<file path="src/rtl/tx_ctrl_defs.vh">
`ifndef TX_CTRL_DEFS_VH
`define TX_CTRL_DEFS_VH

// ****************************************
// Serial word layout
// ****************************************
`define WORD_BITS 24
`define ADDR_BITS 4
`define DATA_BITS 20

// ****************************************
// Register addresses
// ****************************************
`define ADDR_RF_MAIN 4'h0
`define ADDR_RF_REF 4'h1
`define ADDR_IF_MAIN 4'h2
`define ADDR_IF_REF 4'h3
`define ADDR_OPERATION_CONTROL 4'h4
`define ADDR_CONFIG 4'h5
`define ADDR_TEST 4'h7

// ****************************************
// Meaningful widths
// ****************************************
`define W_RF_MAIN 18
`define W_RF_REF 13
`define W_IF_MAIN 14
`define W_IF_REF 11
`define W_CTRL 16
`define W_TEST 8

// ****************************************
// Power-up values
// ****************************************
`define RST_RF_MAIN 18'h2a037
`define RST_RF_REF 13'h07b0
`define RST_IF_MAIN 14'h1977
`define RST_IF_REF 11'h1ec
`define RST_OPERATION_CONTROL 16'h892f
`define RST_CONFIG 16'hd03f
`define RST_TEST 8'h00

// ****************************************
// Operation control fields
// ****************************************
`define OP_SOFT_OFF 0
`define OP_TX_STANDBY_BIT 1
`define OP_STANDBY_BIT 2
`define OP_IF_HOLD 13
`define OP_RF_HOLD 14

// ****************************************
// Configuration fields
// ****************************************
`define CF_RF_FAST 4
`define CF_IF_FAST 5
`define CF_RF_PUMP_LSB 0
`define CF_IF_PUMP_LSB 2
`define PUMP_W 2
`define PUMP_MAX 2'h3

`endif

</file>
<file path="src/rtl/pin_sync.v">
`default_nettype none

// Two-stage synchroniser, reset to a given level
module pin_sync #(
   parameter RST_VAL = 1'b0
) (
   // Clock and reset
   input wire clk,
   input wire rst,
   // Asynchronous in, synchronous out
   input wire d,
   output wire q
);
   reg s1_q;
   reg s2_q;

   // First stage feeds only the second
   always @(posedge clk) begin
      if (rst) begin
         s1_q <= RST_VAL;
         s2_q <= RST_VAL;
      end else begin
         s1_q <= d;
         s2_q <= s1_q;
      end
   end

   assign q = s2_q;
endmodule // pin_sync

`default_nettype wire

</file>
<file path="src/rtl/fast_acquire.v">
`default_nettype none

`include "tx_ctrl_defs.vh"

// Turbo charge-pump control for one loop
module fast_acquire (
   // Clock and reset
   input wire clk,
   input wire rst,
   // Setup
   input wire enable,
   input wire hold_high,
   input wire [`PUMP_W-1:0] pump_setting,
   // Loop status, synchronous
   input wire acquire_start,
   input wire phase_lead,
   input wire freq_acquired,
   // Result
   output reg turbo_q,
   output reg [`PUMP_W-1:0] pump_current_q
);
   reg lead_q;
   reg [1:0] flips_q;
   wire flip = (phase_lead != lead_q);
   wire done = (flips_q == 2'd1 && flip) || freq_acquired;
   wire turbo_d = enable & ((acquire_start | turbo_q) & ~done | (hold_high & turbo_q));

   // Count lead/lag swaps since acquisition began
   always @(posedge clk) begin
      if (rst) begin
         lead_q <= 1'b0;
         flips_q <= 2'd0;
         turbo_q <= 1'b0;
         pump_current_q <= `PUMP_MAX;
      end else begin
         lead_q <= phase_lead;
         if (acquire_start)
            flips_q <= 2'd0;
         else if (flip && flips_q != 2'd2)
            flips_q <= flips_q + 2'd1;
         turbo_q <= turbo_d; // RL1 RL2 RL3 RL22
         // Max current in turbo, else programmed level
         pump_current_q <= turbo_d ? `PUMP_MAX : pump_setting; // RL1 RL4
      end
   end
endmodule // fast_acquire

`default_nettype wire

</file>
<file path="src/rtl/tx_serial_regs.v">
`default_nettype none

`include "tx_ctrl_defs.vh"

// Operation
// RL1: Turbo bit set drives pump at maximum current while loop acquires.
// RL2: Turbo ends after second lead/lag phase swap.
// RL3: Turbo also ends on frequency acquisition, whichever first.
// RL4: After turbo, pump current returns to configured setting.
// RL5: Words are 24 bits; 24-bit shift register held.
// RL6: Low 4 bits address, upper 20 bits data.
// RL7: Unused data bits have no effect.
// RL8: Host sends MSB first, address last.
// RL9: Data sampled on each rising serial clock while select low.
// RL10: Select rising copies data into addressed register.
// RL11: Divider power-up counts 172087, 1968, 6519, 492.
// RL12: Control 892F, configuration D03F, test 0000 at power-up.
// RL13: Address codes 0-3 dividers, 4 control, 5 config, 7 test.
// RL14: RF loop divides VCO by main, reference by reference count.
// RL15: IF loop uses IF main and reference counts alike.
// RL16: Soft off bit keeps serial port alive, rest powered down.
// RL17: Hard power-off pin powers down everything including serial port.
// RL18: Either shutdown returns registers to power-up defaults.
// RL19: Standby powers down but keeps register contents.
// RL20: Soft off is control bit 0; zero resets registers.
// RL21: Standby is control bit 2; zero powers all but registers, port.
// RL22: Hold-current bits 14, 13 keep turbo on only with turbo enabled.
// RL23: Transmit standby bit 1 zero disables modulator, upconverter only.
// RL24: Widths 18, 13, 14, 11, 16, 16, 8 bits.
// RL25: Serial clock with select high changes nothing.
// RL26: Undefined address changes no register.
module tx_serial_regs (
   // Clock and reset
   input wire clk,
   input wire rst,
   // Three-wire serial port and hard power-off pin, asynchronous pins
   input wire sclk,
   input wire sdata,
   input wire cs_n,
   input wire hard_power_off_pin_n,
   // RF loop status from the analog loop
   input wire rf_acquire_start,
   input wire rf_phase_lead,
   input wire rf_freq_acquired,
   input wire rf_vco_edge,
   input wire rf_ref_edge,
   // IF loop status
   input wire if_acquire_start,
   input wire if_phase_lead,
   input wire if_freq_acquired,
   input wire if_vco_edge,
   input wire if_ref_edge,
   // Programmed contents
   output reg [`W_RF_MAIN-1:0] rf_main_divider_q,
   output reg [`W_RF_REF-1:0] rf_reference_divider_q,
   output reg [`W_IF_MAIN-1:0] if_main_divider_q,
   output reg [`W_IF_REF-1:0] if_reference_divider_q,
   output reg [`W_CTRL-1:0] operation_control_q,
   output reg [`W_CTRL-1:0] loop_and_input_setup_q,
   output reg [`W_TEST-1:0] test_mode_control_q,
   // Power states
   output reg serial_port_on_q,
   output reg core_on_q,
   output reg transmit_on_q,
   // Loop divider outputs
   output reg rf_main_pulse_q,
   output reg rf_ref_pulse_q,
   output reg if_main_pulse_q,
   output reg if_ref_pulse_q,
   // Charge pumps
   output wire rf_turbo_q,
   output wire [`PUMP_W-1:0] rf_pump_current_q,
   output wire if_turbo_q,
   output wire [`PUMP_W-1:0] if_pump_current_q
);
   // ****************************************
   // Pin synchronisers
   // ****************************************
   wire sclk_s;
   wire sdata_s;
   wire cs_n_s;
   wire hard_off_n_s;
   wire rf_vco_s;
   wire rf_ref_s;
   wire if_vco_s;
   wire if_ref_s;

   // Serial clock, parked low between frames
   pin_sync #(.RST_VAL(1'b0)) u_sync_sclk (
      .clk(clk),
      .rst(rst),
      .d(sclk),
      .q(sclk_s)
   );

   // Serial data, same delay as the clock
   pin_sync #(.RST_VAL(1'b0)) u_sync_sdata (
      .clk(clk),
      .rst(rst),
      .d(sdata),
      .q(sdata_s)
   );

   // Select resets high, so no latch follows reset
   pin_sync #(.RST_VAL(1'b1)) u_sync_cs (
      .clk(clk),
      .rst(rst),
      .d(cs_n),
      .q(cs_n_s)
   );

   // Hard power-off pin, resets inactive
   pin_sync #(.RST_VAL(1'b1)) u_sync_off (
      .clk(clk),
      .rst(rst),
      .d(hard_power_off_pin_n),
      .q(hard_off_n_s)
   );

   // RF main loop clock
   pin_sync #(.RST_VAL(1'b0)) u_sync_rfv (
      .clk(clk),
      .rst(rst),
      .d(rf_vco_edge),
      .q(rf_vco_s)
   );

   // RF reference clock
   pin_sync #(.RST_VAL(1'b0)) u_sync_rfr (
      .clk(clk),
      .rst(rst),
      .d(rf_ref_edge),
      .q(rf_ref_s)
   );

   // IF main loop clock
   pin_sync #(.RST_VAL(1'b0)) u_sync_ifv (
      .clk(clk),
      .rst(rst),
      .d(if_vco_edge),
      .q(if_vco_s)
   );

   // IF reference clock
   pin_sync #(.RST_VAL(1'b0)) u_sync_ifr (
      .clk(clk),
      .rst(rst),
      .d(if_ref_edge),
      .q(if_ref_s)
   );

   // ****************************************
   // Edge detection
   // ****************************************
   reg sclk_d_q;
   reg cs_n_d_q;
   reg [3:0] loop_d_q;
   wire sclk_rise = sclk_s & ~sclk_d_q;
   wire cs_rise = cs_n_s & ~cs_n_d_q;
   wire [3:0] loop_now = {if_ref_s, if_vco_s, rf_ref_s, rf_vco_s};
   wire [3:0] loop_rise = loop_now & ~loop_d_q;

   // Delayed copies, read only after the second sync stage
   // Reset values match idle pin levels, so no false edge follows reset
   always @(posedge clk) begin
      if (rst) begin
         sclk_d_q <= 1'b0;
         cs_n_d_q <= 1'b1;
         loop_d_q <= 4'h0;
      end else begin
         sclk_d_q <= sclk_s;
         cs_n_d_q <= cs_n_s;
         loop_d_q <= loop_now;
      end
   end

   // ****************************************
   // Control and setup fields
   // ****************************************
   // Only these positions are decoded; the other bits cannot act
   wire soft_power_off_bit = operation_control_q[`OP_SOFT_OFF]; // RL20
   wire transmit_standby_bit = operation_control_q[`OP_TX_STANDBY_BIT]; // RL23
   wire standby_bit = operation_control_q[`OP_STANDBY_BIT]; // RL21
   wire rf_hold_high_current = operation_control_q[`OP_RF_HOLD]; // RL22
   wire if_hold_high_current = operation_control_q[`OP_IF_HOLD]; // RL22
   wire rf_fast_acquire_enable = loop_and_input_setup_q[`CF_RF_FAST]; // RL1
   wire if_fast_acquire_enable = loop_and_input_setup_q[`CF_IF_FAST]; // RL1
   wire [`PUMP_W-1:0] rf_pump_current_setting =
      loop_and_input_setup_q[`CF_RF_PUMP_LSB+`PUMP_W-1:`CF_RF_PUMP_LSB]; // RL4
   wire [`PUMP_W-1:0] if_pump_current_setting =
      loop_and_input_setup_q[`CF_IF_PUMP_LSB+`PUMP_W-1:`CF_IF_PUMP_LSB]; // RL4

   // ****************************************
   // Shift register and power-off
   // ****************************************
   reg [`WORD_BITS-1:0] shift_q;
   wire hard_off = ~hard_off_n_s;
   wire soft_off = ~soft_power_off_bit;
   // Hard off also drops the serial port; soft off keeps it
   wire port_live = ~hard_off; // RL16 RL17

   // Shift MSB first on rising serial clock while selected
   // Sync costs two cycles, so the serial clock must stay well below clk
   always @(posedge clk) begin
      if (rst || hard_off) begin
         shift_q <= {`WORD_BITS{1'b0}};
      end else if (port_live && !cs_n_s && sclk_rise) begin
         shift_q <= {shift_q[`WORD_BITS-2:0], sdata_s}; // RL5 RL8 RL9 RL25
      end
   end

   // ****************************************
   // Register file
   // ****************************************
   wire [`ADDR_BITS-1:0] addr = shift_q[`ADDR_BITS-1:0]; // RL6
   wire [`DATA_BITS-1:0] data = shift_q[`WORD_BITS-1:`ADDR_BITS]; // RL6
   wire load = port_live && cs_rise; // RL10
   // A latched control word with bit 0 clear resets every register in the file, itself included
   wire soft_reset = soft_off; // RL18 RL20

   // Only the meaningful low bits are kept; the rest cannot act
   // Power-off clears win over a load in the same cycle
   // Test word is stored only; no logic here acts on it
   always @(posedge clk) begin
      if (rst || hard_off || soft_reset) begin
         rf_main_divider_q <= `RST_RF_MAIN; // RL11 RL18
         rf_reference_divider_q <= `RST_RF_REF;
         if_main_divider_q <= `RST_IF_MAIN;
         if_reference_divider_q <= `RST_IF_REF;
         operation_control_q <= `RST_OPERATION_CONTROL; // RL12
         loop_and_input_setup_q <= `RST_CONFIG;
         test_mode_control_q <= `RST_TEST;
      end else if (load) begin
         case (addr) // RL13 RL26
            `ADDR_RF_MAIN: rf_main_divider_q <= data[`W_RF_MAIN-1:0]; // RL7 RL24
            `ADDR_RF_REF: rf_reference_divider_q <= data[`W_RF_REF-1:0];
            `ADDR_IF_MAIN: if_main_divider_q <= data[`W_IF_MAIN-1:0];
            `ADDR_IF_REF: if_reference_divider_q <= data[`W_IF_REF-1:0];
            `ADDR_OPERATION_CONTROL: operation_control_q <= data[`W_CTRL-1:0];
            `ADDR_CONFIG: loop_and_input_setup_q <= data[`W_CTRL-1:0];
            `ADDR_TEST: test_mode_control_q <= data[`W_TEST-1:0];
            default: ;
         endcase
      end
   end

   // ****************************************
   // Power states
   // ****************************************
   // Standby keeps registers; soft off held one cycle before reset clears it
   // Soft off leaves the port alive so the host can wake the part
   always @(posedge clk) begin
      if (rst) begin
         serial_port_on_q <= 1'b1;
         core_on_q <= 1'b1;
         transmit_on_q <= 1'b1;
      end else begin
         serial_port_on_q <= port_live; // RL16 RL17
         core_on_q <= port_live & ~soft_off & standby_bit; // RL19 RL21
         transmit_on_q <= port_live & ~soft_off & standby_bit
            & transmit_standby_bit; // RL23
      end
   end

   // ****************************************
   // Loop dividers
   // ****************************************
   reg [`W_RF_MAIN-1:0] cnt_q [0:3];
   wire [`W_RF_MAIN-1:0] lim [0:3];
   wire [3:0] wrap;
   assign lim[0] = rf_main_divider_q;
   assign lim[1] = {{(`W_RF_MAIN-`W_RF_REF){1'b0}}, rf_reference_divider_q};
   assign lim[2] = {{(`W_RF_MAIN-`W_IF_MAIN){1'b0}}, if_main_divider_q};
   assign lim[3] = {{(`W_RF_MAIN-`W_IF_REF){1'b0}}, if_reference_divider_q};

   // One pulse every count input edges; zero count treated as one
   // Counts clear while the core sleeps, so waking starts a fresh period
   genvar gi;
   generate
      for (gi = 0; gi < 4; gi = gi + 1) begin : g_div
         assign wrap[gi] = loop_rise[gi] && (cnt_q[gi] + 18'd1 >= lim[gi]);
         always @(posedge clk) begin
            if (rst || !core_on_q)
               cnt_q[gi] <= {`W_RF_MAIN{1'b0}};
            else if (wrap[gi])
               cnt_q[gi] <= {`W_RF_MAIN{1'b0}};
            else if (loop_rise[gi])
               cnt_q[gi] <= cnt_q[gi] + 18'd1;
         end
      end
   endgenerate

   // Registered divider outputs feed the phase detectors
   // One cycle wide; the detector needs only the edge
   always @(posedge clk) begin
      if (rst) begin
         rf_main_pulse_q <= 1'b0;
         rf_ref_pulse_q <= 1'b0;
         if_main_pulse_q <= 1'b0;
         if_ref_pulse_q <= 1'b0;
      end else begin
         rf_main_pulse_q <= wrap[0]; // RL14
         rf_ref_pulse_q <= wrap[1]; // RL14
         if_main_pulse_q <= wrap[2]; // RL15
         if_ref_pulse_q <= wrap[3]; // RL15
      end
   end

   // ****************************************
   // Turbo acquisition
   // ****************************************
   // Turbo only while the core is awake
   wire rf_turbo_allowed = rf_fast_acquire_enable & core_on_q; // RL1
   wire if_turbo_allowed = if_fast_acquire_enable & core_on_q; // RL1

   // RF loop
   fast_acquire u_rf_fast (
      .clk(clk),
      .rst(rst),
      .enable(rf_turbo_allowed), // RL1
      .hold_high(rf_hold_high_current), // RL22
      .pump_setting(rf_pump_current_setting), // RL4
      .acquire_start(rf_acquire_start),
      .phase_lead(rf_phase_lead),
      .freq_acquired(rf_freq_acquired),
      .turbo_q(rf_turbo_q),
      .pump_current_q(rf_pump_current_q)
   );

   // IF loop
   fast_acquire u_if_fast (
      .clk(clk),
      .rst(rst),
      .enable(if_turbo_allowed), // RL1
      .hold_high(if_hold_high_current), // RL22
      .pump_setting(if_pump_current_setting), // RL4
      .acquire_start(if_acquire_start),
      .phase_lead(if_phase_lead),
      .freq_acquired(if_freq_acquired),
      .turbo_q(if_turbo_q),
      .pump_current_q(if_pump_current_q)
   );
endmodule // tx_serial_regs

`default_nettype wire

</file>
<file path="config.mk">
export PLATFORM = sky130hd
export DESIGN_NAME = tx_serial_regs
export DESIGN_NICKNAME = d
export VERILOG_FILES = /design/src/rtl/pin_sync.v /design/src/rtl/fast_acquire.v /design/src/rtl/tx_serial_regs.v
export VERILOG_INCLUDE_DIRS = /design/src /design/src/rtl
export SDC_FILE = /design/constraint.sdc
export NUM_CORES = 1
export LEC_CHECK = 0
export ABC_AREA = 1
export ABC_CLOCK_PERIOD_IN_PS = 4400
export BUFFER_PORTS_ARGS = -buffer_cell sky130_fd_sc_hd__buf_2
export CAP_MARGIN = 0
export CELL_PAD_IN_SITES_DETAIL_PLACEMENT = 0
export CELL_PAD_IN_SITES_GLOBAL_PLACEMENT = 2
export CORE_MARGIN = 3
export CORE_UTILIZATION = 38
export CTS_CLUSTER_DIAMETER = 200
export DETAILED_ROUTE_END_ITERATION = 8
export PLACE_DENSITY_LB_ADDON = 0.2
export SYNTH_ARGS = -nofsm -noshare
export SYNTH_HDL_FRONTEND = slang
export SYNTH_HIERARCHICAL = 1
export SYNTH_SLANG_ARGS = --single-unit
</file>
<file path="constraint.sdc">
create_clock -name clk -period 4.4 [get_ports clk]
set_clock_uncertainty 0.15 [all_clocks]
set_input_delay 0.88 -clock clk [delete_from_list [all_inputs] [get_ports clk]]
set_output_delay 0.88 -clock clk [all_outputs]
set_load 0.005 [all_outputs]
</file>
==> key figures, run 1 <==
Status
  – Outcome: completed

Clock tree
  – Clock-pin slew of the registers on the worst-case setup and hold paths: 0.06 ns
  – Num CTS Buffers: 27
  – Post-CTS Hold Buffers: 0
  – CTS Sinks: 231
  – Post_cts resized: 0
  – CTS tree: done
  – Clock Latency Late Sink: about 0.54 ns
  – Max Root-Sink Buffers: 3
  – Post-CTS Setup Bufs: 0
  – Root buf cell: clkbuf_16
  – Clock H-tree levels: 1

Cells and area
  – Number of fillers in the final layout: 3028
  – Ant diodes: 0
  – Area growth syn-to-layout: 16.4%
  – Final net count: around 1700
  – Share of layout cells above drive strength 1: 0.150
  – Commonest cells after routing, fill and taps aside: nand2_1 (259), inv_1 (233), nor2_1 (201)
  – Flip-flop and latch area: between 5000 and 6000 sq um
  – Fin cells: between 1500 and 2000
  – Final Util: 0.457
  – Area of the multi-input gates: 5010 sq um
  – Commonest non-fill, non-tap cell in the layout: nand2_1
  – Design area: around 13000 sq um

Logic synthesis
  – Unique masters post-synth: 36
  – Mean Syn Cell Area: 7.93 sq um
  – Number of enable flip-flop cells after synthesis: 72
  – Seq/Total Area, Yosys: 0.467
  – Yosys warns: 6
  – Netlist Area Pre-Place: 11400 sq um
  – Synth area leader: dfxtp_1
  – Synth top area cells: dfxtp_1 (28%), edfxtp_1 (19%), nand2_1 (8.5%)
  – Async SR Flop Fraction: 0
  – Most used DFF post-synth: dfxtp_1
  – Number of synthesized register bits: 231
  – Post-synthesis instance total: 1443
  – Yosys top cell area share: 0.278

STA
  – Tcrit/Tclk final: 0.771
  – Hold Fails Final Rpt: 0
  – Unrepaired setup endpoints after global routing: no
  – Hold_ws: 0.246 ns
  – Setup violators final: 0
  – Setup TNS: 0 ns
  – Relative slew slack: 0.425
  – Maximum clock rate: 295 MHz
  – Worst-Margin Slew: 0.860 ns
  – Crit path time final: ~3.4 ns
  – Final slew viol count: 0

Global routing
  – Pin count of the biggest net entering global routing: 62
  – Vias in the first global route: 8760
  – Global route total overflow: 0
  – Global-route wire length before repair: 48800 um
  – Met2 Resource Use GR: 0.297
  – Initial antenna violation count: 0
  – Grt peak-use layer: met2
  – GRT Util Overall: 0.185
  – Met1 Use GR: 0.269
  – Met3 usage: 0.0243

Critical path
  – Reg2reg end: cnt_q[0][13]
  – Critical path, cell by cell: ha_1 > nand2_1 > nor2_1 > nand2_1 > nor3_1 > xor2_1 > inv_1 > ha_1 > nand2_1 > inv_1 > nand3_1 > nor3_1 > nand4_1 > nand4_1 > buf_4 > nor3_1
  – Arr. time, crit path: ~3.5 ns
  – Worst R2R Start: cnt_q[0][0]
  – Max stage delay on crit path: ~0.56 ns
  – Critical path start-end classification: reg2reg
  – Worst Path Max Fanout: 19
  – Crit start category: register
  – Reg2Reg Depth: 16
  – Critical-path top delay cell: edfxtp_1
  – Worst R2R Setup Slack: a little over 1 ns
  – Required @ worst endpoint: 4.50 ns
  – Endpoint class of the critical path: register

Worst hold path
  – Worst Hold Launch: u_sync_sclk/s1_q
  – WHS Path Cells: 2
  – HP Class: reg2reg
  – Hold Path Sink: u_sync_sclk/q

Power and ir drop
  – Max IR drop VDD: between 0.2 and 0.3 mV
  – Pleak: 6.27 nW
  – Power Density: 362 nW/um^2

Floorplan
  – Initial Util: 0.393
  – Rows: 62
  – Die Ht: 180 um
  – Die Footprint: 32200 sq um
  – IO Count: between 100 and 150
  – Core Region: between 20000 and 30000 sq um
  – Die Width: around 180 um

Placement
  – Input/output buffers: roughly 120
  – RD Place Congestion: 0.792
  – DP Wirelength: 22200 um
  – Cell area after placement: 12500 sq um
  – Placed cell count: 1929

Job
  – Max Cap Viol: 0

Route
  – DR WL/cell: 15.4 um
  – DRC viols: 0
  – Detailed-route via count: 9142
  – DR vias/cell: 4.62
  – WL final: 30500 um
  – 1st-pass router iterations: 4
  – Final ANT Viol Nets: 0
  – DRT iter0 DRCs: 520
## flip-flops by register name (all words and copies together), names as in the netlist, 2 cells and up
register / flops
rf_main_divider_q: 18
shift_q: 22
u_rf_fast/flips_q: 2
u_if_fast/flips_q: 2
test_mode_control_q: 8
rf_reference_divider_q: 13
u_rf_fast/pump_current_q: 2
if_reference_divider_q: 11
loop_and_input_setup_q: 16
u_if_fast/pump_current_q: 2
cnt_q: 72
operation_control_q: 16
loop_d_q: 4
if_main_divider_q: 14
## critical path: cells and delay by family, from the launching register on
family / cells / cell delay (ns)
buffers and inverters: 3 / 0.41
and+or+nand+nor: 10 / 1.25
adders and majority gates: 2 / 0.51
xor gates and xnor gates: 1 / 0.22
DFF: 1 / 0.56
## routing by layer
layer  vias to the layer above  share of wire
met4                         0          0.015
li1                       4840              -
met1                      4114           0.50
met2                       159           0.45
met5                         -              0
met3                        29          0.034
## worst max path at each step
stage / slack, ns / endpoint / start / depth (start not counted)
floorplan: 1.35 / cnt_q[0][12] / cnt_q[0][0] / 16
global placement: 0.98 / cnt_q[1][7] / rst / 5
detailed placement: 0.93 / cnt_q[2][15] / rst / 5
CTS: 0.98 / cnt_q[0][13] / cnt_q[0][0] / 16
global route: 0.66 / cnt_q[0][1] / cnt_q[0][0] / 16
finish: 1.01 / cnt_q[0][13] / cnt_q[0][0] / 16
## cells in the mapped netlist (2+ instances only)
library cell	instances
a21oi_1	63
buf_2	16
nand2_1	259
a21o_1	3
o21ai_0	91
ha_1	64
nand3b_1	4
nand4_2	3
xnor2_1	7
o21a_1	5
or2_2	6
nor2_4	9
nand3_1	65
xor2_1	29
nand4_1	18
nor3_1	28
clkinv_1	3
buf_6	3
dfxtp_1	159
inv_2	4
nor2_2	31
edfxtp_1	72
inv_1	233
nand2_2	11
o211ai_1	21
bufinv_8	2
nor2_1	201
clkbuf_2	4
clkbuf_1	20
o21bai_1	3
## cells by family after synthesis
| group | share of synthesized area |
|---|---|
| AND/OR/NAND/NOR | 0.246 |
| adder cells (fa/ha/maj) | 0.0699 |
| buffers and inverters | 0.100 |
| XOR/XNOR | 0.0275 |
| other | 0.000328 |
| AO/OA/AOI/OAI | 0.0890 |
| flip-flops | 0.467 |
## area by class of cell
cell class	instances	share of cell area
Inverter	242	0.0702
Multi-Input combinational cell	942	0.376
Clock buffer	40	0.0597
Sequential cell	231	0.401
Tap cell	384	0.0360
Timing Repair Buffer	130	0.0509
Clock inverter	10	0.00582
## report_power, final
| group | internal, W | switching (W) |
|---|---|---|
| sequential | 0.00226 | 0.0000536 |
| combinational | 0.000109 | 0.000208 |
| clock | 0.00131 | 0.000887 |
| total | 0.00368 | 0.00115 |
## metrics by stage
step / setup slack [ns] / power [W]
global placement: 0.984 / 0.00268
CTS: 0.976 / 0.00489
detailed placement: 0.933 / 0.00268
finish: 1.01 / 0.00482
global route: 0.658 / 0.00504
floorplan: 1.35 / 0.00257
Note: power is estimated with default switching activity, not from simulation.
==> run 2, diff against run 1 <==
--- a/config.mk
+++ b/config.mk
@@ -7,13 +7,13 @@
 export NUM_CORES = 1
 export LEC_CHECK = 0
 export ABC_AREA = 1
-export ABC_CLOCK_PERIOD_IN_PS = 4400
+export ABC_CLOCK_PERIOD_IN_PS = 2800
 export BUFFER_PORTS_ARGS = -buffer_cell sky130_fd_sc_hd__buf_2
 export CAP_MARGIN = 0
 export CELL_PAD_IN_SITES_DETAIL_PLACEMENT = 0
 export CELL_PAD_IN_SITES_GLOBAL_PLACEMENT = 2
 export CORE_MARGIN = 3
-export CORE_UTILIZATION = 38
+export CORE_UTILIZATION = 31
 export CTS_CLUSTER_DIAMETER = 200
 export DETAILED_ROUTE_END_ITERATION = 8
 export PLACE_DENSITY_LB_ADDON = 0.2
==> constraint.sdc (replaced) <==
create_clock -name clk -period 2.8 [get_ports clk]
set_clock_uncertainty 0.15 [all_clocks]
set_input_delay 0.56 -clock clk [delete_from_list [all_inputs] [get_ports clk]]
set_output_delay 0.56 -clock clk [all_outputs]
set_load 0.005 [all_outputs]
==> key figures, run 2 (same netlist as run 1, synthesis figures left out) <==
Route
  – 1st-pass router iterations: 5 (+1)
  – DRT iter0 DRCs: 407 (-22%)
  – Final ANT Viol Nets: 0 (unchanged)
  – WL final: 32800 um (+7.4%)
  – DR vias/cell: 4.43 (-4.2%)
  – Detailed-route via count: 9493 (+3.8%)
  – DRC viols: 0 (unchanged)
  – DR WL/cell: 15.3 um (-0.85%)

Power and ir drop
  – Sw power: 0.00192 W (+67%)
  – Power Density: 534 nW/um^2 (+48%)
  – Sequential share of power: 0.457 (-0.023)
  – Max IR drop VDD: 0.401 mV (+49%)
  – Combinational power share: 0.080 (+0.014)
  – Pint: 0.00603 W (+64%)
  – Power Total: 0.00795 W (+65%)
  – Pleak: 6.86 nW (+9.4%)
  – Sw Share: 0.241 (+0.00294)
  – Clock Power Share: 0.464 (+0.010)

STA
  – Relative slew slack: 0.536 (+0.111)
  – Final WS setup: -0.00633 ns (-1.01 ns)
  – Unrepaired setup endpoints after global routing: yes
  – Final slew viol count: 0 (unchanged)
  – Worst-Margin Slew: 0.694 ns (-0.166 ns)
  – Crit path time final: 2.81 ns (-0.586 ns)
  – Setup violators final: 3 (+3)
  – Tcrit/Tclk final: 1.00 (+0.231)
  – Hold Fails Final Rpt: 0 (unchanged)
  – Maximum clock rate: 356 MHz (+21%)

Critical path
  – Reg2Reg Depth: 13 (-3)
  – Critical path start-end classification: reg2reg
  – Critical path, cell by cell: inv_1 > nor3_2 > nand2_2 > nor2_1 > xor2_1 > inv_1 > ha_1 > nand2_1 > nor3_2 > nand4_1 > nand4_1 > buf_12 > nor3_1
  – Worst Path Buf+Inv: 3 (unchanged)
  – CP delay by family, top: simple AND/OR/NAND/NOR gates
  – Endpoint class of the critical path: register
  – Crit start category: register
  – Required @ worst endpoint: 2.91 ns (-1.59 ns)
  – Max stage delay on crit path: 0.44 ns (-0.12 ns)
  – Worst Path Max Fanout: 19 (unchanged)
  – Number of cells on the critical path: 13 (-3)
  – Arr. time, crit path: 2.91 ns (-0.58 ns)
  – Critical-path top delay cell: edfxtp_1

Cells and area
  – Commonest cells after routing, fill and taps aside: nand2_1 (239), inv_1 (230), nor2_1 (171)
  – Largest registers: cnt_q: 72 flops, shift_q: 22 flops, rf_main_divider_q: 18 flops
  – Final Util: 0.413 (-0.0435)
  – Area growth syn-to-layout: 30.0%
  – Share of layout cells above drive strength 1: 0.253 (+0.103)
  – Number of fillers in the final layout: 3689 (+22%)
  – Reg with most FFs: cnt_q
  – Commonest non-fill, non-tap cell in the layout: nand2_1
  – Area of the multi-input gates: 5640 sq um (+12%)
  – Flip-flop and latch area: 5350 sq um (unchanged)
  – Final net count: 1741 (+5.3%)
  – Largest register FFs: 72 (unchanged)
  – Ant diodes: 0 (unchanged)

Status
  – Outcome: finished with violations
  – Violated checks: setup timing

Job
  – Max Cap Viol: 0 (unchanged)

Clock tree
  – Num CTS Buffers: 28 (+3.7%)
  – CTS tree: done
  – Clock-pin slew of the registers on the worst-case setup and hold paths: 0.06 ns (about the same)
  – Clock Latency Late Sink: 0.55 ns (about the same)
  – Max Root-Sink Buffers: 3 (unchanged)
  – Clock H-tree levels: 1 (unchanged)
  – Post-CTS Hold Buffers: 0 (unchanged)
  – Root buf cell: clkbuf_16
  – CTS Sinks: 231 (unchanged)

Placement
  – Input/output buffers: 124 (unchanged)
  – DP Wirelength: 23900 um (+7.7%)
  – RD Place Congestion: 0.791 (-0.10%)

Worst hold path
  – HP Class: in2reg
  – WHS Path Cells: 3 (+1)

Floorplan
  – Die Ht: 198 um (+10%)
  – Rows: 69 (+11%)
  – Core Region: 36000 sq um (+23%)
  – Initial Util: 0.318 (-0.0745)
  – Die Footprint: 39300 sq um (+22%)
  – Die Width: 198 um (+10%)
  – IO Count: 125 (unchanged)

Global routing
  – Pin count of the biggest net entering global routing: 55 (-11%)
  – Vias in the first global route: 9236 (+5.4%)
  – Global-route wire length before repair: 51500 um (+5.6%)
  – GRT Util Overall: 0.165 (-0.0203)
  – Global route total overflow: 0 (unchanged)
  – Initial antenna violation count: 0 (unchanged)
## run 2: cell count changes in the layout (fill, tap and decap cells not counted), sizes merged
cell / change
buf: +84
bufinv: +1
clkbuf: +1
clkinv: +3
inv: -1
## run 2: repair_timing
action,CTS,global route
cloned,1,2
setup endpoints to repair,43,59
setup buffers,9,17
resized for setup,32,108
pin swaps,8,49
## run 2: path summary, 6_finish.rpt
check | slack [ns] | startpoint | end
worst max-delay path | -0.006 | cnt_q[0][6] | cnt_q[0][15]
worst max register to register | -0.006 | cnt_q[0][6] | cnt_q[0][15]
worst min-delay path | 0.03 | hard_power_off_pin_n | u_sync_off/s1_q
worst min register to register | 0.25 | u_sync_cs/s1_q | u_sync_cs/q
## run 2: metal layers
metal | up-vias | global-route usage | wire length [um]
met5 | - | 0 | 0
met4 | 0 | 0.0286 | 377
met3 | 25 | 0.0218 | 1090
met2 | 134 | 0.276 | 15500
met1 | 4330 | 0.231 | 15900
li1 | 5004 | - | -
## run 2: cell type report
cell class	instances	share of cell area
inverter	242	0.0629
timing repair buffer	216	0.0965
sequential	231	0.359
tap	461	0.0387
clock inverter	13	0.00849
clock buffer	39	0.0554
multi-input combinational	942	0.379
## run 2: through the flow
step	TNS (ns)	instance area (sq um)	std cells	worst slack, ns	hold WS [ns]
2_1_floorplan	-0.463	11500	1458	-0.0464	0.237
3_3_place_gp	-2.52	13000	2063	-0.192	0.241
3_5_place_dp	-3.12	13000	2063	-0.170	0.246
4_1_cts	0	14200	2125	0.00258	0.00124
5_1_grt	-8.84	14900	2144	-0.283	0.0219
6_report	-0.0128	14900	2144	-0.00633	0.0304
## run 2: worst reg2reg max path: cells and delay by family (launching register included)
family	cells	cell delay, ns
buffers and inverters	3	0.36
and+or+nand+nor	8	1.10
xor gates and xnor gates	1	0.21
DFF	1	0.44
adders and majority gates	1	0.27
## run 2: power groups by stage
stage / Combinational, W / Sequential [W] / Clock (W)
after global routing: 0.000726 / 0.00364 / 0.00395
after detailed placement: 0.000567 / 0.00370 / 0
after CTS: 0.000590 / 0.00363 / 0.00381
after global placement: 0.000566 / 0.00370 / 0
final: 0.000634 / 0.00363 / 0.00369
after floorplan: 0.000370 / 0.00368 / 0
==> run 3, diff against run 2 <==
--- a/config.mk
+++ b/config.mk
@@ -13,11 +13,11 @@
 export CELL_PAD_IN_SITES_DETAIL_PLACEMENT = 0
 export CELL_PAD_IN_SITES_GLOBAL_PLACEMENT = 2
 export CORE_MARGIN = 3
-export CORE_UTILIZATION = 31
+export CORE_UTILIZATION = 32
 export CTS_CLUSTER_DIAMETER = 200
 export DETAILED_ROUTE_END_ITERATION = 8
+export MAX_ROUTING_LAYER = met4
 export PLACE_DENSITY_LB_ADDON = 0.2
 export SYNTH_ARGS = -nofsm -noshare
 export SYNTH_HDL_FRONTEND = slang
-export SYNTH_HIERARCHICAL = 1
 export SYNTH_SLANG_ARGS = --single-unit
==> key figures, run 3 <==
Status
  – Outcome: finished with violations
  – Violated checks: setup timing

Placement
  – Cell area after placement: 13400 sq um (+2.9%)
  – RD Place Congestion: 0.787 (-0.44%)
  – Input/output buffers: 124 (unchanged)
  – Placed cell count: 2062 (-0.048%)
  – DP Wirelength: 24500 um (+2.5%)

Worst hold path
  – WHS Path Cells: 2 (-1)
  – HP Class: in2reg
  – Hold Path Sink: u_sync_off.s1_q
  – Worst Hold Launch: hard_power_off_pin_n

Route
  – DR WL/cell: 15.8 um (+3.1%)
  – 1st-pass router iterations: 4 (-1)
  – DR vias/cell: 4.52 (+2.0%)
  – WL final: 34000 um (+3.7%)
  – DRT iter0 DRCs: 478 (+17%)
  – Final ANT Viol Nets: 0 (unchanged)
  – DRC viols: 0 (unchanged)
  – Detailed-route via count: 9739 (+2.6%)

Power and ir drop
  – Combinational power share: 0.088 (+0.008)
  – Sw power: 0.00202 W (+5.2%)
  – Clock Power Share: 0.472 (+0.008)
  – Max IR drop VDD: 0.380 mV (-5.4%)
  – Sequential share of power: 0.440 (-0.017)
  – Pint: 0.00624 W (+3.4%)
  – Sw Share: 0.244 (+0.00326)
  – Power Density: 526 nW/um^2 (-1.6%)
  – Pleak: 7.13 nW (+3.9%)

Clock tree
  – Max Root-Sink Buffers: 3 (unchanged)
  – Clock H-tree levels: 1 (unchanged)
  – CTS Sinks: 231 (unchanged)
  – Post-CTS Hold Buffers: 0 (unchanged)
  – Clock Latency Late Sink: 0.54 ns (about the same)
  – Clock-pin slew of the registers on the worst-case setup and hold paths: 0.06 ns (about the same)
  – Num CTS Buffers: 28 (unchanged)
  – CTS tree: done
  – Root buf cell: clkbuf_16

Global routing
  – Global-route wire length before repair: 53500 um (+4.0%)
  – Pin count of the biggest net entering global routing: 25 (-55%)
  – Global route total overflow: 0 (unchanged)
  – Vias in the first global route: 9738 (+5.4%)
  – Initial antenna violation count: 0 (unchanged)
  – GRT Util Overall: 0.179 (+0.0140)

Critical path
  – Critical path, cell by cell: nand2_2 > nor3_4 > buf_4 > nand4_1 > nor2_2 > xor2_2 > inv_2 > ha_4 > nand2_4 > nor4_4 > o211ai_1 > nand4_1 > buf_6 > clkbuf_16 > nor3_2
  – Critical path start-end classification: reg2reg
  – Number of cells on the critical path: 15 (+2)
  – Most frequent CP cell: nand4_1
  – Arr. time, crit path: 3.10 ns (+0.19 ns)
  – Worst R2R Start: cnt_q[0][1]
  – Crit start category: register
  – Required @ worst endpoint: 2.91 ns (about the same)
  – Worst Path Max Fanout: 5 (-14)
  – Endpoint class of the critical path: register
  – Critical-path top delay cell: edfxtp_1
  – Max stage delay on crit path: 0.37 ns (-0.07 ns)
  – Worst Path Buf+Inv: 4 (+1)
  – CP delay by family, top: simple AND/OR/NAND/NOR gates
  – Reg2Reg Depth: 15 (+2)
  – Worst R2R Setup Slack: -0.19 ns (-0.19 ns)
  – Reg2reg end: cnt_q[0][9]

STA
  – Hold_ws: 0.0499 ns (+0.0194 ns)
  – Setup TNS: -3.83 ns (-3.82 ns)
  – Hold Fails Final Rpt: 0 (unchanged)
  – Final slew viol count: 0 (unchanged)
  – Maximum clock rate: 334 MHz (-6.3%)
  – Worst-Margin Slew: 0.921 ns (+0.227 ns)
  – Tcrit/Tclk final: 1.07 (+0.0672)
  – Crit path time final: 2.99 ns (+0.188 ns)
  – Final WS setup: -0.195 ns (-0.188 ns)
  – Setup violators final: 49 (+46)
  – Unrepaired setup endpoints after global routing: yes
  – Relative slew slack: 0.384 (-0.151)

Logic synthesis
  – Synth area leader: dfxtp_1
  – Post-synthesis xor/xnor area fraction: 0.0245 (-0.00306)
  – Most used DFF post-synth: dfxtp_1
  – Area fraction in compound gates after synthesis: 0.110 (+0.0215)
  – Dominant combinational cell family by area after synthesis: simple AND/OR/NAND/NOR gates
  – Seq/Total Area, Yosys: 0.467 (about the same)
  – Async SR Flop Fraction: 0 (unchanged)
  – Yosys warns: 0 (-6)
  – Synth Area in Adders: 0.0699 (about the same)
  – Number of enable flip-flop cells after synthesis: 72 (unchanged)
  – Yosys top cell area share: 0.278 (about the same)
  – Post-synthesis mux area share: 0 (unchanged)
  – Post-synthesis instance total: 1399 (-3.0%)
  – Unique masters post-synth: 46 (+28%)
  – Mean Syn Cell Area: 8.18 sq um (+3.2%)
  – Synth top cells by count: nand2_1 (236), inv_1 (217), nor2_1 (161)
  – Post-synthesis simple-gate area fraction: 0.235 (-0.0118)
  – Netlist Area Pre-Place: 11400 sq um (about the same)
  – Number of synthesized register bits: 231 (unchanged)
  – Count leader, synth: nand2_1
  – Synth top area cells: dfxtp_1 (28%), edfxtp_1 (19%), nand2_1 (7.7%)

Cells and area
  – Area growth syn-to-layout: 37.1%
  – Reg with most FFs: cnt_q
  – Final net count: 1760 (+1.1%)
  – Commonest non-fill, non-tap cell in the layout: inv_1
  – Largest registers: cnt_q: 72 flops, shift_q: 22 flops, rf_main_divider_q: 18 flops
  – Design area: 15700 sq um (+5.5%)
  – Ant diodes: 0 (unchanged)
  – Commonest cells after routing, fill and taps aside: inv_1 (206), nand2_1 (203), dfxtp_1 (159)
  – Share of layout cells above drive strength 1: 0.332 (+0.0788)
  – Largest register FFs: 72 (unchanged)
  – Fin cells: 2157 (+0.61%)

Floorplan
  – Die Footprint: 38100 sq um (-3.0%)
  – Rows: 68 (-1.4%)
  – Die Ht: 195 um (-1.5%)
  – IO Count: 125 (unchanged)
  – Core Region: 34900 sq um (-3.1%)
  – Die Width: 195 um (-1.5%)
  – Initial Util: 0.328 (+0.0102)

Job
  – Max Cap Viol: 0 (unchanged)
==> run 3: cell count changes after synthesis, moves of 13 or more <==
cell     change
nor2_1      -40
nand3_1     -28
nand2_1     -23
a21oi_1     +16
inv_1       -16
o21ai_1     +13
==> run 3: per-stage QoR <==
step,total power (W),setup slack (ns),util
after global placement,0.00428,-0.112,0.385
after floorplan,0.00404,0.00299,-
after detailed placement,0.00428,-0.160,0.385
after global routing,0.00859,-0.331,0.450
after CTS,0.00831,-0.127,0.437
final,0.00825,-0.195,0.450
==> run 3: worst reg2reg max path, delay by kind of cell (launching register included) <==
family                     cells  cell delay [ns]
AOI/OAI and AO/OA              1             0.14
xor gates and xnor gates       1             0.22
adders and majority gates      1             0.29
buffers and inverters          4             0.52
DFF                            1             0.37
and+or+nand+nor                8             1.03
==> run 3: area by class of cell <==
cell class	count	area [sq um]
Clock buffer	38	875
Clock inverter	14	131
Fill cell	3580	19200
Inverter	227	852
Multi-Input combinational cell	912	6030
Sequential cell	231	5350
Tap cell	455	569
Timing Repair Buffer	280	1900
==> run 3: cells by family after synthesis <==
kind of cell,after synthesis
and+or+nand+nor,574
adders and majority gates,64
xor gates and xnor gates,32
buffers and inverters,271
AOI/OAI and AO/OA,226
DFF,231
other,1
==> run 3: how the worst max path moves through the flow <==
| stage | start | slack [ns] | end |
|---|---|---|---|
| 4_1_cts | cnt_q[0][1] | -0.13 | cnt_q[0][9] |
| 2_1_floorplan | cnt_q[0][0] | 0.003 | cnt_q[0][15] |
| 3_5_place_dp | cnt_q[0][5] | -0.16 | cnt_q[0][12] |
| 3_3_place_gp | cnt_q[0][5] | -0.11 | cnt_q[0][12] |
| 6_report | cnt_q[0][1] | -0.19 | cnt_q[0][9] |
| 5_1_grt | cnt_q[0][1] | -0.33 | cnt_q[0][9] |
==> run 3: per-layer routing <==
metal,up-vias,global-route usage,part of all wire
met3,28,0.0340,0.045
met4,0,0.0275,0.011
li1,5048,-,-
met2,137,0.285,0.47
met5,-,-,0
met1,4526,0.243,0.48
==> run 3: power by group through the flow <==
stage	combinational (W)	clock, W	sequential [W]
after floorplan	0.000357	0	0.00368
after CTS	0.000682	0.00400	0.00363
after detailed placement	0.000584	0	0.00370
after global routing	0.000818	0.00413	0.00364
after global placement	0.000583	0	0.00370
final	0.000726	0.00390	0.00363
==> run 3: timing repair <==
action,CTS,global route
pin swaps,27,54
setup buffers,31,12
setup endpoints to repair,57,58
gates resized for setup,104,96
endpoints found under the hold margin,0,0
cloned,4,1
